`src/shared/rxgc_pkg.sv`:
```
// Package for the receive gain control and override register bank.
// Assumes a 16-bit register port with 6-bit addresses, single clock.
package rxgc_pkg;
  localparam logic [5:0] ADDR_OR_MASK = 6'h22;
  localparam logic [5:0] ADDR_LOOP_CTRL = 6'h23;
  localparam logic [5:0] ADDR_THRESH = 6'h24;
  localparam logic [5:0] ADDR_TUNING = 6'h25;
  localparam logic [15:0] OR_MASK_RESET = 16'h0000;
  localparam logic [15:0] AND_MASK_RESET = 16'hFFFF;
  localparam logic [15:0] LOOP_CTRL_RESET = 16'h07F0;
  localparam logic [15:0] THRESH_RESET = 16'h3649;
  localparam logic [15:0] TUNING_RESET = 16'h0854;
  localparam logic [15:0] LOOP_CTRL_WMASK = 16'h0FFC;
  localparam logic [15:0] TUNING_WMASK = 16'h7FFF;
  localparam int B_DET_RESET_N = 15;
  localparam int B_GLOBAL_BIAS_POWERDOWN = 14;
  localparam int B_SWITCH_BIAS = 13;
  localparam int B_PATH_SEL = 12;
  localparam int B_TXAMP_NEG_PD = 10;
  localparam int B_TXAMP_POS_PD = 9;
  localparam int B_MAN_GAIN_EN = 11;
  localparam int GAIN_HI = 10;
  localparam int GAIN_LO = 4;
  localparam int FMODE_HI = 3;
  localparam int FMODE_LO = 2;
  localparam int HYST_HI = 15;
  localparam int HYST_LO = 12;
  localparam int THR_H_HI = 11;
  localparam int THR_H_LO = 6;
  localparam int THR_L_HI = 5;
  localparam int THR_L_LO = 0;
  localparam int B_BLANK_SEL = 14;
  localparam int B_DET_BOOST = 13;
  localparam int SETTLE_HI = 12;
  localparam int SETTLE_LO = 11;
  localparam int DETEN_HI = 10;
  localparam int DETEN_LO = 8;
  localparam int WIN_HI = 7;
  localparam int WIN_LO = 6;
  localparam int TARGET_HI = 5;
  localparam int TARGET_LO = 0;
  localparam logic [1:0] MODE_LOOP = 2'h0;
  localparam logic [1:0] MODE_LOW = 2'h1;
  localparam logic [1:0] MODE_MED = 2'h2;
  localparam logic [1:0] MODE_HIGH = 2'h3;
  localparam logic [6:0] GAIN_MAX = 7'h7F;
  localparam logic [6:0] GAIN_STAGE = 7'h07;
  localparam logic [3:0] WIN_BASE_LOG2 = 4'h3;
  localparam logic [3:0] SETTLE_BASE = 4'h4;
endpackage

```
`src/shared/rxgc_ctl_if.sv`:
```
// Carrier of loop settings from the register bank to the gain loop.
// Assumes both ends share the device clock.
`timescale 1ns/1ns
interface rxgc_ctl_if;
  logic man_en;
  logic [6:0] man_gain;
  logic [1:0] forced_mode;
  logic [3:0] hyst;
  logic [5:0] thr_h;
  logic [5:0] thr_l;
  logic blank_sel;
  logic [1:0] settle;
  logic [2:0] det_en;
  logic [1:0] win;
  logic [5:0] target;
  logic [6:0] gain_used;
  logic [1:0] mode_used;
  logic blank;
  modport regs (output man_en, man_gain, forced_mode, hyst, thr_h, thr_l, blank_sel,
    settle, det_en, win, target, input gain_used, mode_used, blank);
  modport loop (input man_en, man_gain, forced_mode, hyst, thr_h, thr_l, blank_sel,
    settle, det_en, win, target, output gain_used, mode_used, blank);
endinterface

```
`src/hdl/rxgc_regs.sv`:
```
// Receive gain control and override register bank with the gain loop.
// Assumes a host write/read port already decoded from the serial port.
// What this block does
// - OR override mask register at 0x22, 16 bits, resets to zero.
// - Bit 15 overrides detector reset, active low resets peak detectors.
// - Bit 13 overrides output switch bias select, one means external bias.
// - Bit 12 overrides buffer path: zero oscillator buffers, one amplifier.
// - Bits 14,11,8..0 override one-hot power-downs, one powers down.
// - Both transmit amplifier power-downs set together also power down up-mixers.
// - Manual enable applies stored manual gain during reception.
// - Gain field resets 0x7F; write stores manual, read gives gain used.
// - Forced mode: zero loop, one low, two medium, three high.
// - Read-only bits report front-end gain mode in effect.
// - Hysteresis, reset 3, applied to mode switching.
// - Upper threshold, reset 25, switches medium and high mode.
// - Lower threshold, reset 9, switches low and medium mode.
// - Loop mode: blank select zero blanks on stage removal, one never.
// - Manual mode: blanking only when blank select is one.
// - Current boost bit doubles peak detector bias current.
// - Settle delay field sets wait after a gain change.
// - Detector enable mask selects detectors used by the loop.
// - Window length codes select 8, 16, 32 or 64 samples.
// - Target field, reset 20, sets loop regulation level.
// - Used signal is raw AND and-mask, then OR or-mask.
// - AND mask comes in from its own register bank, which resets it to all ones.
`timescale 1ns/1ns
module rxgc_regs (
  input wire logic clock,
  input wire logic reset_n,
  input wire logic reg_wr,
  input wire logic reg_rd,
  input wire logic [5:0] reg_addr,
  input wire logic [15:0] reg_wdata,
  output logic [15:0] reg_rdata,
  input wire logic [15:0] and_mask_register,
  input wire logic [15:0] raw_signals,
  input wire logic rx_active,
  input wire logic sample_en,
  input wire logic [2:0] det_valid,
  input wire logic [5:0] det_level,
  output logic [15:0] used_signals,
  output logic upmixer_powerdown,
  output logic [6:0] vga_gain,
  output logic [1:0] frontend_gain_mode,
  output logic vga_blank,
  output logic detector_current_boost
);
  logic [15:0] or_mask_ff;
  logic [15:0] ctrl_ff;
  logic [15:0] thr_ff;
  logic [15:0] tune_ff;
  rxgc_ctl_if ctl ();
  wire wr_or = reg_wr && reg_addr == rxgc_pkg::ADDR_OR_MASK;
  wire wr_ctrl = reg_wr && reg_addr == rxgc_pkg::ADDR_LOOP_CTRL;
  wire wr_thr = reg_wr && reg_addr == rxgc_pkg::ADDR_THRESH;
  wire wr_tune = reg_wr && reg_addr == rxgc_pkg::ADDR_TUNING;
  // Reserved bits are masked so a careless host cannot disturb the loop
  wire [15:0] ctrl_w = reg_wdata & rxgc_pkg::LOOP_CTRL_WMASK;
  wire [15:0] tune_w = reg_wdata & rxgc_pkg::TUNING_WMASK;
  wire [15:0] ctrl_rd = {4'h0, ctrl_ff[rxgc_pkg::B_MAN_GAIN_EN], ctl.gain_used,
    ctrl_ff[rxgc_pkg::FMODE_HI:rxgc_pkg::FMODE_LO], ctl.mode_used};
  wire [15:0] rd_mux = (reg_addr == rxgc_pkg::ADDR_OR_MASK) ? or_mask_ff
    : (reg_addr == rxgc_pkg::ADDR_LOOP_CTRL) ? ctrl_rd
    : (reg_addr == rxgc_pkg::ADDR_THRESH) ? thr_ff
    : (reg_addr == rxgc_pkg::ADDR_TUNING) ? tune_ff : 16'h0000;
  // The external and-mask is driven by its own bank; it resets to all ones there
  wire [15:0] used_nxt = (raw_signals & and_mask_register) | or_mask_ff;
  wire upmix_nxt = used_nxt[rxgc_pkg::B_TXAMP_NEG_PD] &&
    used_nxt[rxgc_pkg::B_TXAMP_POS_PD];
  assign ctl.man_en = ctrl_ff[rxgc_pkg::B_MAN_GAIN_EN];
  assign ctl.man_gain = ctrl_ff[rxgc_pkg::GAIN_HI:rxgc_pkg::GAIN_LO];
  assign ctl.forced_mode = ctrl_ff[rxgc_pkg::FMODE_HI:rxgc_pkg::FMODE_LO];
  assign ctl.hyst = thr_ff[rxgc_pkg::HYST_HI:rxgc_pkg::HYST_LO];
  assign ctl.thr_h = thr_ff[rxgc_pkg::THR_H_HI:rxgc_pkg::THR_H_LO];
  assign ctl.thr_l = thr_ff[rxgc_pkg::THR_L_HI:rxgc_pkg::THR_L_LO];
  assign ctl.blank_sel = tune_ff[rxgc_pkg::B_BLANK_SEL];
  assign ctl.settle = tune_ff[rxgc_pkg::SETTLE_HI:rxgc_pkg::SETTLE_LO];
  assign ctl.det_en = tune_ff[rxgc_pkg::DETEN_HI:rxgc_pkg::DETEN_LO];
  assign ctl.win = tune_ff[rxgc_pkg::WIN_HI:rxgc_pkg::WIN_LO];
  assign ctl.target = tune_ff[rxgc_pkg::TARGET_HI:rxgc_pkg::TARGET_LO];
  rxgc_loop u_loop (
    .clock(clock),
    .reset_n(reset_n),
    .rx_active(rx_active),
    .sample_en(sample_en),
    .det_valid(det_valid),
    .det_level(det_level),
    .ctl(ctl)
  );
  always_ff @(posedge clock or negedge reset_n)
  begin
    if (!reset_n)
    begin
      or_mask_ff <= rxgc_pkg::OR_MASK_RESET;
      ctrl_ff <= rxgc_pkg::LOOP_CTRL_RESET;
      thr_ff <= rxgc_pkg::THRESH_RESET;
      tune_ff <= rxgc_pkg::TUNING_RESET;
    end
    else
    begin
      if (wr_or)
        or_mask_ff <= reg_wdata;
      if (wr_ctrl)
        ctrl_ff <= ctrl_w;
      if (wr_thr)
        thr_ff <= reg_wdata;
      if (wr_tune)
        tune_ff <= tune_w;
    end
  end
  always_ff @(posedge clock or negedge reset_n)
  begin
    if (!reset_n)
    begin
      reg_rdata <= 16'h0000;
      used_signals <= 16'h0000;
      upmixer_powerdown <= 1'b0;
      vga_gain <= rxgc_pkg::GAIN_MAX;
      frontend_gain_mode <= rxgc_pkg::MODE_LOOP;
      vga_blank <= 1'b0;
      detector_current_boost <= 1'b0;
    end
    else
    begin
      if (reg_rd)
        reg_rdata <= rd_mux;
      // One register stage keeps all outputs glitch free; writes show next cycle
      used_signals <= used_nxt;
      upmixer_powerdown <= upmix_nxt;
      vga_gain <= ctl.gain_used;
      frontend_gain_mode <= ctl.mode_used;
      vga_blank <= ctl.blank;
      detector_current_boost <= tune_ff[rxgc_pkg::B_DET_BOOST];
    end
  end
endmodule // rxgc_regs

```
`src/hdl/rxgc_loop.sv`:
```
// Gain loop: accumulate-and-dump over a window, steps gain and front-end mode.
// Assumes detector magnitudes in 2 dB units arriving with a sample strobe.
`timescale 1ns/1ns
module rxgc_loop (
  input wire logic clock,
  input wire logic reset_n,
  input wire logic rx_active,
  input wire logic sample_en,
  input wire logic [2:0] det_valid,
  input wire logic [5:0] det_level,
  rxgc_ctl_if.loop ctl
);
  logic [11:0] acc_ff;
  logic [6:0] cnt_ff;
  logic [3:0] settle_ff;
  logic [6:0] gain_ff;
  logic [1:0] mode_ff;
  logic blank_ff;
  wire [3:0] win_log2 = rxgc_pkg::WIN_BASE_LOG2 + {2'h0, ctl.win};
  wire [6:0] win_last = 7'((8'h01 << win_log2) - 8'h01);
  wire use_sample = sample_en && rx_active && |(det_valid & ctl.det_en);
  // Shrinking the window mid-count dumps at once instead of wrapping the counter
  wire dump = use_sample && (cnt_ff >= win_last);
  wire [11:0] acc_sum = acc_ff + {6'h00, det_level};
  wire [5:0] avg = 6'(acc_sum >> win_log2);
  // High/medium moves use the upper threshold, medium/low moves the lower one
  wire [5:0] down_ref = (mode_ff == rxgc_pkg::MODE_HIGH) ? ctl.thr_h : ctl.thr_l;
  wire [5:0] up_ref = (mode_ff == rxgc_pkg::MODE_MED) ? ctl.thr_h : ctl.thr_l;
  wire [6:0] down_thr = {1'b0, down_ref} + {3'h0, ctl.hyst};
  wire [6:0] avg_hyst = {1'b0, avg} + {3'h0, ctl.hyst};
  wire too_big = avg > ctl.target;
  wire too_small = avg < ctl.target;
  wire step_down = too_big && gain_ff >= rxgc_pkg::GAIN_STAGE;
  wire blank_ok = ctl.man_en ? ctl.blank_sel : !ctl.blank_sel;
  wire act = dump && settle_ff == 4'h0;
  logic [1:0] nxt_mode;
  always_comb
  begin
    nxt_mode = mode_ff;
    if ({1'b0, avg} > down_thr && mode_ff != rxgc_pkg::MODE_LOW)
      nxt_mode = mode_ff - 2'h1;
    else if (avg_hyst < {1'b0, up_ref} && mode_ff != rxgc_pkg::MODE_HIGH)
      nxt_mode = mode_ff + 2'h1;
  end
  always_ff @(posedge clock or negedge reset_n)
  begin
    if (!reset_n)
    begin
      acc_ff <= 12'h000;
      cnt_ff <= 7'h00;
      settle_ff <= 4'h0;
      gain_ff <= rxgc_pkg::GAIN_MAX;
      mode_ff <= rxgc_pkg::MODE_HIGH;
      blank_ff <= 1'b0;
    end
    else
    begin
      blank_ff <= 1'b0;
      if (dump && settle_ff != 4'h0)
        settle_ff <= settle_ff - 4'h1;
      if (use_sample)
      begin
        acc_ff <= dump ? 12'h000 : acc_sum;
        cnt_ff <= dump ? 7'h00 : cnt_ff + 7'h01;
      end
      if (act)
      begin
        mode_ff <= nxt_mode;
        if (step_down)
        begin
          gain_ff <= gain_ff - rxgc_pkg::GAIN_STAGE;
          blank_ff <= blank_ok;
        end
        else if (too_small && gain_ff <= rxgc_pkg::GAIN_MAX - rxgc_pkg::GAIN_STAGE)
          gain_ff <= gain_ff + rxgc_pkg::GAIN_STAGE;
        if (too_big || too_small || nxt_mode != mode_ff)
          settle_ff <= rxgc_pkg::SETTLE_BASE * {2'h0, ctl.settle};
      end
      else if (ctl.man_en && blank_ok && !rx_active)
        blank_ff <= 1'b0;
    end
  end
  assign ctl.gain_used = (ctl.man_en && rx_active) ? ctl.man_gain : gain_ff;
  assign ctl.mode_used = (ctl.forced_mode == rxgc_pkg::MODE_LOOP) ? mode_ff
    : ctl.forced_mode;
  assign ctl.blank = blank_ff || (ctl.man_en && ctl.blank_sel && rx_active);
endmodule // rxgc_loop

```
`config.mk`:
```
export PLATFORM = sky130hd
export DESIGN_NAME = rxgc_regs
export DESIGN_NICKNAME = d
export VERILOG_FILES = /design/src/shared/rxgc_pkg.sv /design/src/shared/rxgc_ctl_if.sv /design/src/hdl/rxgc_regs.sv /design/src/hdl/rxgc_loop.sv
export SDC_FILE = /design/constraint.sdc
export NUM_CORES = 1
export LEC_CHECK = 0
export ABC_AREA = 1
export BUFFER_PORTS_ARGS = -buffer_cell sky130_fd_sc_hd__buf_4
export CAP_MARGIN = 25
export CORE_ASPECT_RATIO = 0.6
export CORE_MARGIN = 3
export CORE_UTILIZATION = 52
export DETAILED_ROUTE_END_ITERATION = 6
export GPL_ROUTABILITY_DRIVEN = 0
export PLACE_DENSITY = 0.77
export SLEW_MARGIN = 20
export SYNTH_ARGS = -nofsm -noshare
export SYNTH_HDL_FRONTEND = slang
export SYNTH_HIERARCHICAL = 1
export SYNTH_SLANG_ARGS = --single-unit
export TNS_END_PERCENT = 30
```
`constraint.sdc`:
```
create_clock -name clock -period 4 [get_ports clock]
set_input_delay 0.8 -clock clock [delete_from_list [all_inputs] [get_ports clock]]
set_output_delay 0.8 -clock clock [all_outputs]
set_load 0.01 [all_outputs]
```
==> results of run 1 <==
repair_timing:
item                       in CTS  in global routing
buffers inserted                0                  3
setup endpoints to repair       4                 13
gates resized for setup         1                 17
hold endpoints to repair        0                  0
hold buffers                    0                  0
pin swaps                       0                  8
where the power goes:
| part | switching, mW | internal (mW) |
|---|---|---|
| Clock | 0.692 | 0.841 |
| Combinational | 1.32 | 1.12 |
| Sequential | 0.189 | 1.58 |
synth_stat cells (3+ instances only):
cell type / instances
nand2_1: 260
inv_1: 121
dfrtp_1: 100
nor2_1: 77
nand3_1: 72
ha_1: 46
o21ai_1: 42
dfstp_2: 34
o21ai_0: 34
a21oi_1: 22
o21ai_2: 15
a21o_1: 14
xor2_1: 14
buf_2: 10
xnor2_1: 10
clkbuf_1: 9
nand2_2: 8
a211oi_1: 5
buf_6: 5
nand3_2: 5
nand4_1: 5
o22ai_1: 5
nor2_2: 4
nor3_1: 4
fa_1: 3
nor2_4: 3
flip-flops by register name, summed over array words and instances (netlist names):
register,cells
frontend_gain_mode,2
u_loop/cnt_ff,7
or_mask_ff,16
ctrl_ff,10
u_loop/gain_ff,7
u_loop/acc_ff,12
vga_blank,1
upmixer_powerdown,1
tune_ff,15
vga_gain,7
u_loop/mode_ff,2
u_loop/settle_ff,4
reg_rdata,16
thr_ff,16
used_signals,16
u_loop/blank_ff,1
detector_current_boost,1
cells by family (layout without fill, tap and decap cells):
kind of cell    count (synthesis)  count (layout)  synth area share, %
simple gates                  452             452                25.35
buf+inv                       150             316                8.003
compound gates                148             148                11.50
flops                         134             134                43.88
fa+ha+maj                      49              49                8.213
xor+xnor                       24              24                2.716
mux                             2               2               0.2910
other cells                     1               2              0.04846
cell type report:
type / count / area [µm²] / area share [%]
well taps: 192 / 240.2 / 2.462
inverters: 123 / 464.2 / 4.757
flip-flops and latches: 134 / 3396 / 34.80
clock buffers: 18 / 439.2 / 4.501
repair buffers: 161 / 1236 / 12.67
clock inverters: 14 / 133.9 / 1.372
multi-input cells: 677 / 3849 / 39.44
layout by cell type, fill, tap and decap left out, types with 18 or more instances in the layout:
master and count:
a21oi_1 18, buf_4 157, dfrtp_1 100, dfstp_2 34, ha_1 40, inv_1 115, nand2_1 258, nand3_1 70
nor2_1 76, o21ai_0 30, o21ai_1 45
layer usage:
metal | up-vias | routed length, µm
li1 | 3402 | -
met1 | 3348 | 10050
met2 | 321 | 8872
met3 | 33 | 2041
met4 | 0 | 290
met5 | - | 0
worst paths after layout:
check / end / slack [ns] / start
setup / recovery: u_loop/mode_ff[0] / 0.07 / det_level[0]
hold / removal: u_loop/cnt_ff[3] / 0.40 / reset_n
setup reg to reg: u_loop/mode_ff[0] / 0.09 / u_loop/acc_ff[0]
hold reg to reg: detector_current_boost / 0.43 / tune_ff[13]
max in group asynchronous: thr_ff[13] / 2.75 / reset_n
min in group clock: detector_current_boost / 0.43 / tune_ff[13]
stage by stage:
stage	std cells	total power [mW]	setup WS (ns)
floorplan	961	3.157	-0.02881
global placement	1283	3.987	-0.3213
detailed placement	1283	4.059	-0.4543
CTS	1315	5.614	0.03263
global route	1319	6.125	-0.1995
finish	1319	5.738	0.07003
worst reg2reg max path: cells and delay by family, from the launching register on:
kind / cells / cell delay (ns)
AND/OR/NAND/NOR: 15 / 1.02
AO/OA/AOI/OAI: 4 / 0.40
adder cells (fa/ha/maj): 5 / 1.32
XOR/XNOR: 2 / 0.39
buffers and inverters: 5 / 0.29
flip-flops: 1 / 0.40
==> qor.txt, run 1 <==
Core ar. = 0.01408 mm²
GR Util met3 = 6.691%
CTS Root Cell = clkbuf_16
Hold Path Class = input port to asynchronous set/reset pin
Worst Reg2Reg Path Length in Cells = 31
# diodes = 0
CP max stage delay = 0.39 ns
DP HPWL = 15630 µm
GR peak layer = met1
Unrepaired setup endpoints after global routing = true
Nets@finish = 1232
CTS Sinks = 134
Worst-path fanout max = 3
Share of the synthesized area in the top cell type = 32.34%
First-pass GRT wire length = 33710 µm
Clock skew = 0.01373 ns
Setup crit end kind = flop
Slew HR = 44.80%
Drt total wl = 21250 µm
Avg Inst Size Synth = 8.061 µm²
Max Slew Vio Count = 0
Mapped Cells = 960
Overflow after GRT = 0
Clk slew on worst S/H paths = 0.07 ns
Placed Area = 0.009081 mm²
Post-synthesis cell type count = 50
Outcome = finished, final reports clean
Fmax achieved = 254.5 MHz
DRT Pass-1 Iters = 5
Critical path depth in cells = 32
Initial Utilization = 54.96%
Crit path top cell by count = nand2_1
Clk buf depth = 2
Fraction of layout cells with a size suffix above 1 = 26.89%
CP max stage cell = fa_2
Final hold viol count = 0
Worst-Margin Slew = 0.8280 ns
Vias in the first global route = 6700
H-tree levels = 4
WS Path Type = input port to flop
CP delay by family, top = adder cells
WP data arrival = 4.28 ns
Minimum clock period = 3.930 ns
Full die area = 0.01643 mm²
Power Dens Cells = 588.0 mW/mm²
Post-synth EDFFs = 0
Clock network latency to the later pin of the worst-skew pair = 0.43 ns
Design Area, Final = 0.009758 mm²
Max-cap violation count = 0
Global routing usage on met2 = 37.26%
Worst VDD drop = 0.3320 mV
Number of I/O port buffers = 112
CTS Buf Count = 17
CTS tree = built
Ranking of synthesized cells by area = dfrtp_1, nand2_1, dfstp_2, ha_1, inv_1
Initial antenna violation count = 0
Die Wd = 163.5 µm
Worst Path Required = 4.35 ns
Biggest area consumer among synthesized cells = dfrtp_1
Fillers = 1117
Fraction of registers with async set/reset = 100.0%
# DRC = 0
Io pins = 113
Final Util = 69.31%
Post-DR wirelength/cell = 16.11 µm
# rows = 33
Die H = 100.5 µm
Mapped cell area = 0.007739 mm²
Nature of the critical path startpoint = input port
Crit path buf inv count = 6
Ys Warns = 6
P_leak = 5.141 nW
Ys flop type = dfrtp_1
Final Cycle Share = 98.25%
Drt via density = 5.386
Antenna Nets Post-Route = 0
Hold WS = 0.4045 ns
Area added between synthesis and finish = 26.10%
Post-synthesis sequential area ratio = 43.88%
GR Util All Layers = 26.01%
Setup violations, final = 0
Register bit count reported by yosys = 134
Setup TNS Final = 0 ns
Vias = 7104
Iteration-0 DRC Markers = 758
Largest net degree at the start of global routing = 90
Met1 usage = 39.50%
Note: power is estimated with default switching activity, not from simulation.
==> run 2: changes to the inputs <==
- BUFFER_PORTS_ARGS: -buffer_cell sky130_fd_sc_hd__buf_4 -> -buffer_cell sky130_fd_sc_hd__buf_2
==> run 2 against run 1 <==
Net effect: the run now ends with negative setup slack left; global-route usage is 0.31 points higher; flip-flop and latch count stayed put; routed wire length rose by 0.83%; first-iteration DRC count down 13%; non-clock buffer count stayed put; hold slack improved by 0.015 ns; register-to-register slack got worse by 0.13 ns; clock power about the same; clock skew down 0.0025 ns; largest power group unchanged; cell count is the same.
==> qor.txt, run 2 (synthesis gave the netlist of run 1 again) <==
Outcome = complete, but fails checks
Failing checks = negative setup slack
Max Slew Vio Count = 0
Drt via density = 5.462
Setup crit end kind = flop
Worst-Margin Slew = 0.8325 ns
WP data arrival = 4.40 ns
Area added between synthesis and finish = 23.20%
Overflow after GRT = 0
CTS Buf Count = 17
Clock network latency to the later pin of the worst-skew pair = 0.43 ns
CTS tree = built
Switching share of power = 39.47%
CTS Sinks = 134
Setup TNS Final = -0.07297 ns
Fmax achieved = 247.3 MHz
CP max stage delay = 0.37 ns
H-tree levels = 4
Initial antenna violation count = 0
Final Cycle Share = 101.1%
Reg-to-Reg Start = u_loop/acc_ff[0]
Final hold viol count = 0
Worst VDD drop = 0.3878 mV
Nets@finish = 1232
Clock skew = 0.01124 ns
CTS Hold Bufs = 0
Largest net degree at the start of global routing = 89
Final setup margin = -0.04430 ns
Critical path startpoint = det_level[0]
Antenna Nets Post-Route = 0
Core ar. = 0.01408 mm²
Nature of the critical path startpoint = input port
Setup violations, final = 3
# diodes = 0
GR Util All Layers = 26.31%
Net Sw Power = 2.327 mW
Power Dens Cells = 618.4 mW/mm²
Worst Reg2Reg Path Length in Cells = 30
Clk slew on worst S/H paths = 0.07 ns
Vias = 7205
Worst-path fanout max = 3
Die H = 100.5 µm
Most common cell after layout, fill and taps aside = nand2_1
Worst setup path end = u_loop/mode_ff[1]
# DRC = 0
Die Wd = 163.5 µm
Iteration-0 DRC Markers = 659
Fraction of layout cells with a size suffix above 1 = 27.86%
# rows = 33
Post-DR wirelength/cell = 16.24 µm
CP max stage cell = fa_2
First-pass GRT wire length = 33820 µm
Max-cap violation count = 0
Initial Utilization = 54.96%
Fillers = 1131
Crit path top cell by count = nand2_2
Clk buf depth = 2
Comb pwr share = 43.9%
DRT Pass-1 Iters = 5
Number of I/O port buffers = 112
Io pins = 113
Minimum clock period = 4.044 ns
DP HPWL = 15410 µm
P_int = 3.568 mW
P_leak = 5.071 nW
Commonest non-fill, non-tap cells in the layout = nand2_1, inv_1, buf_2
Worst Path Required = 4.36 ns
CTS Root Cell = clkbuf_16
Final Util = 67.72%
WS Path Type = input port to flop
Vias in the first global route = 6790
Full die area = 0.01643 mm²
Seq pwr share = 29.9%
Critical R2R Capture = u_loop/mode_ff[1]
Clock power share = 26.2%
Hold Path Class = input port to asynchronous set/reset pin
Unrepaired setup endpoints after global routing = true
Drt total wl = 21430 µm
Worst reg2reg setup slack = -0.04 ns
Slew HR = 44.50%
-- run 2: cell types whose count changed in the layout (fill, tap and decap cells not counted), moves of 2 or more --
cell / before / now
nand2_2: 10 / 17
buf_2: 0 / 110
ha_4: 2 / 5
buf_4: 157 / 48
inv_2: 7 / 9
nand2_1: 258 / 251
ha_2: 4 / 2
-- run 2: metal layers --
layer / GRT usage [%] / wire [µm] / share of wire [%]
met1: 39.02 / 9903 / 46
met5: 0 / 0 / 0
met2: 38.63 / 9114 / 43
met4: 5.458 / 256 / 1.2
met3: 7.553 / 2150 / 10
-- run 2: cell type report --
cell class | count | area [µm²] | share of cell area, %
inverter | 123 | 461.7 | 4.843
clock buffer | 17 | 425.4 | 4.462
tap | 192 | 240.2 | 2.520
sequential | 134 | 3396 | 35.62
timing repair buffer | 161 | 953.4 | 10.00
clock inverter | 15 | 152.6 | 1.601
multi-input combinational | 677 | 3905 | 40.96
-- run 2: what timing repair did --
item | in CTS | in global routing
setup endpoints to repair | 4 | 10
pin swaps | 5 | 27
buffers inserted | 0 | 3
cloned | 0 | 0
endpoints found under the hold margin | 0 | 0
resized for setup | 1 | 26
-- run 2: power by group through the flow --
stage	registers (mW)	logic, mW	clock network (mW)
global route	1.78	2.86	1.63
detailed placement	1.77	2.24	0
finish	1.76	2.59	1.54
floorplan	1.73	1.42	0
CTS	1.75	2.30	1.57
global placement	1.77	2.17	0
-- run 2: per-stage QoR --
step	setup slack (ns)	hold slack, ns	cells	cell area (µm²)	power [mW]
3_5_place_dp	-0.4138	0.4189	1284	8811	4.014
5_1_grt	-0.2415	0.4668	1319	9534	6.272
6_report	-0.04430	0.4196	1319	9534	5.896
3_3_place_gp	-0.3144	0.4018	1284	8811	3.931
2_1_floorplan	-0.02881	0.3744	961	7804	3.157
4_1_cts	0.03272	0.4432	1316	9397	5.615
-- run 2: worst max-delay path, delay by kind of cell --
kind | cells | cell delay, ns
fa+ha+maj | 4 | 1.00
buf+inv | 6 | 0.35
simple gates | 15 | 1.27
xor+xnor | 2 | 0.39
compound gates | 4 | 0.56
-- run 2: how the worst min path moves through the flow --
stage | startpoint | to | slack [ns] | depth (start not counted)
after floorplan | tune_ff[13] | detector_current_boost | 0.37 | 0
after global placement | tune_ff[13] | detector_current_boost | 0.40 | 0
after detailed placement | tune_ff[13] | detector_current_boost | 0.42 | 0
after CTS | tune_ff[13] | detector_current_boost | 0.44 | 0
after global routing | tune_ff[13] | detector_current_boost | 0.47 | 0
final | reset_n | u_loop/cnt_ff[3] | 0.42 | 1
==> run 3: changes to the inputs <==
- CORE_UTILIZATION: 52 -> 55
- MAX_ROUTING_LAYER: default -> met4
- clock period: 4 -> 5.2 ns (I/O delays scaled with it)
==> run 3 against run 2 <==
Net effect: the flow now finishes without violations; flip-flop and latch count did not move; combinational power down 44%; count of clock-buffer cells in the layout is the same; total power decreased by 32%; die area shrank 5.2%; hold slack worse by 0.0076 ns; via count shrank 4.4%; routed wire length fell by 5.8%; clock skew is 0.0017 ns higher; critical endpoint unchanged; largest cell class unchanged.
==> qor.txt, run 3 (synthesis gave the netlist of run 1 again) <==
P_leak = 4.843 nW
Nets@finish = 1188
Fraction of layout cells with a size suffix above 1 = 21.51%
Max-cap violation count = 0
Most common cell after layout, fill and taps aside = nand2_1
Unrepaired setup endpoints after global routing = false
H-tree levels = 4
Vias = 6888
Iteration-0 DRC Markers = 736
Area added between synthesis and finish = 16.88%
Vias in the first global route = 6458
Minimum clock period = 4.723 ns
Largest net degree at the start of global routing = 107
First-pass GRT wire length = 33060 µm
Worst hold path cell count = 0
Core ar. = 0.01329 mm²
Critical R2R Capture = u_loop/mode_ff[1]
CP max stage delay = 0.41 ns
DRT Pass-1 Iters = 5
Overflow after GRT = 0
Setup crit end kind = flop
Die H = 97.88 µm
WS Path Type = input port to flop
Worst Reg2Reg Path Length in Cells = 29
Post-DR wirelength/cell = 15.89 µm
Drt via density = 5.424
Power Dens Cells = 443.0 mW/mm²
Clk slew on worst S/H paths = 0.07 ns
Worst Path Required = 5.56 ns
Initial antenna violation count = 0
Setup TNS Final = 0 ns
CTS Buf Count = 17
Worst-path fanout max = 3
# rows = 32
Clock skew = 0.01289 ns
DP HPWL = 14560 µm
Clk buf depth = 2
Outcome = finished, final reports clean
Number of I/O port buffers = 112
CTS Root Cell = clkbuf_16
Full die area = 0.01558 mm²
Reg-to-Reg Start = u_loop/acc_ff[0]
Clock network latency to the later pin of the worst-skew pair = 0.43 ns
CTS tree = built
# diodes = 0
Initial Utilization = 58.22%
Nature of the critical path startpoint = input port
Setup violations, final = 0
GR Util All Layers = 27.30%
WP data arrival = 5.09 ns
CTS Sinks = 134
CP max stage cell = fa_1
Die Wd = 159.1 µm
Hold Path Class = flop to flop
Worst-Margin Slew = 0.8987 ns
Io pins = 113
Antenna Nets Post-Route = 0
Slew HR = 39.82%
Final Cycle Share = 90.83%
Crit path top cell by count = nand2_1
Worst VDD drop = 0.2266 mV
Hold WS = 0.4121 ns
Hold path start = tune_ff[13]
Hold Crit Endpoint = detector_current_boost
Worst reg2reg setup slack = 0.80 ns
Final hold viol count = 0
Commonest non-fill, non-tap cells in the layout = nand2_1, inv_1, buf_2
Drt total wl = 20180 µm
Fmax achieved = 211.7 MHz
# DRC = 0
Max Slew Vio Count = 0
run 3: changes by cell type in the layout (fill, tap and decap cells not counted), sizes merged:
cell    delta
buf       -44
clkinv     -1
bufinv     +1
run 3: repair_timing:
item                       in CTS  in global routing
setup endpoints to repair       0                  4
hold buffers                    0                  0
setup buffers                   0                  0
gates resized for setup         0                  1
run 3: layout make-up:
cell class,count,area (µm²)
Timing Repair Buffer,117,631.9
Inverter,123,461.7
Sequential cell,134,3396
Clock inverter,15,161.4
Clock buffer,17,425.4
Tap cell,187,234.0
Fill cell,1104,4248
Multi-Input combinational cell,677,3735
run 3: critical path: cells and delay by family:
kind | cells | cell delay (ns)
simple gates | 14 | 1.51
fa+ha+maj | 4 | 1.11
compound gates | 5 | 0.77
buf+inv | 5 | 0.40
xor+xnor | 2 | 0.27
run 3: report_power, final:
| part | switching (mW) | internal (mW) |
|---|---|---|
| logic | 0.899 | 0.555 |
| clock network | 0.525 | 0.680 |
| registers | 0.134 | 1.21 |
run 3: layer usage:
layer  vias up  GRT usage, %  share of wire, %
met3        36         6.401               9.8
met1      3206         40.94                47
met4         0         6.187               1.6
met2       339         37.45                41
met5         -             -                 0
li1       3307             -                 -
run 3: metrics by stage:
stage	total power [mW]	util, %	worst slack (ns)	cell area (µm²)	instances
after floorplan	2.371	-	0.5790	7742	961
after global placement	2.719	63.25	0.2129	8408	1236
after detailed placement	2.752	63.25	0.03608	8408	1236
after CTS	3.980	67.67	0.4366	8995	1268
after global routing	4.287	68.04	0.04427	9045	1270
final	4.007	68.04	0.4770	9045	1270
run 3: worst max-delay path by stage:
stage / startpoint / slack, ns / cells after the start / endpoint
6_report: det_level[0] / 0.48 / 30 / u_loop/mode_ff[1]
5_1_grt: det_level[0] / 0.04 / 30 / u_loop/mode_ff[1]
4_1_cts: det_level[0] / 0.44 / 30 / u_loop/mode_ff[1]
3_5_place_dp: det_level[0] / 0.04 / 30 / u_loop/mode_ff[1]
3_3_place_gp: det_level[0] / 0.21 / 30 / u_loop/mode_ff[1]
2_1_floorplan: det_level[0] / 0.58 / 29 / u_loop/mode_ff[1]
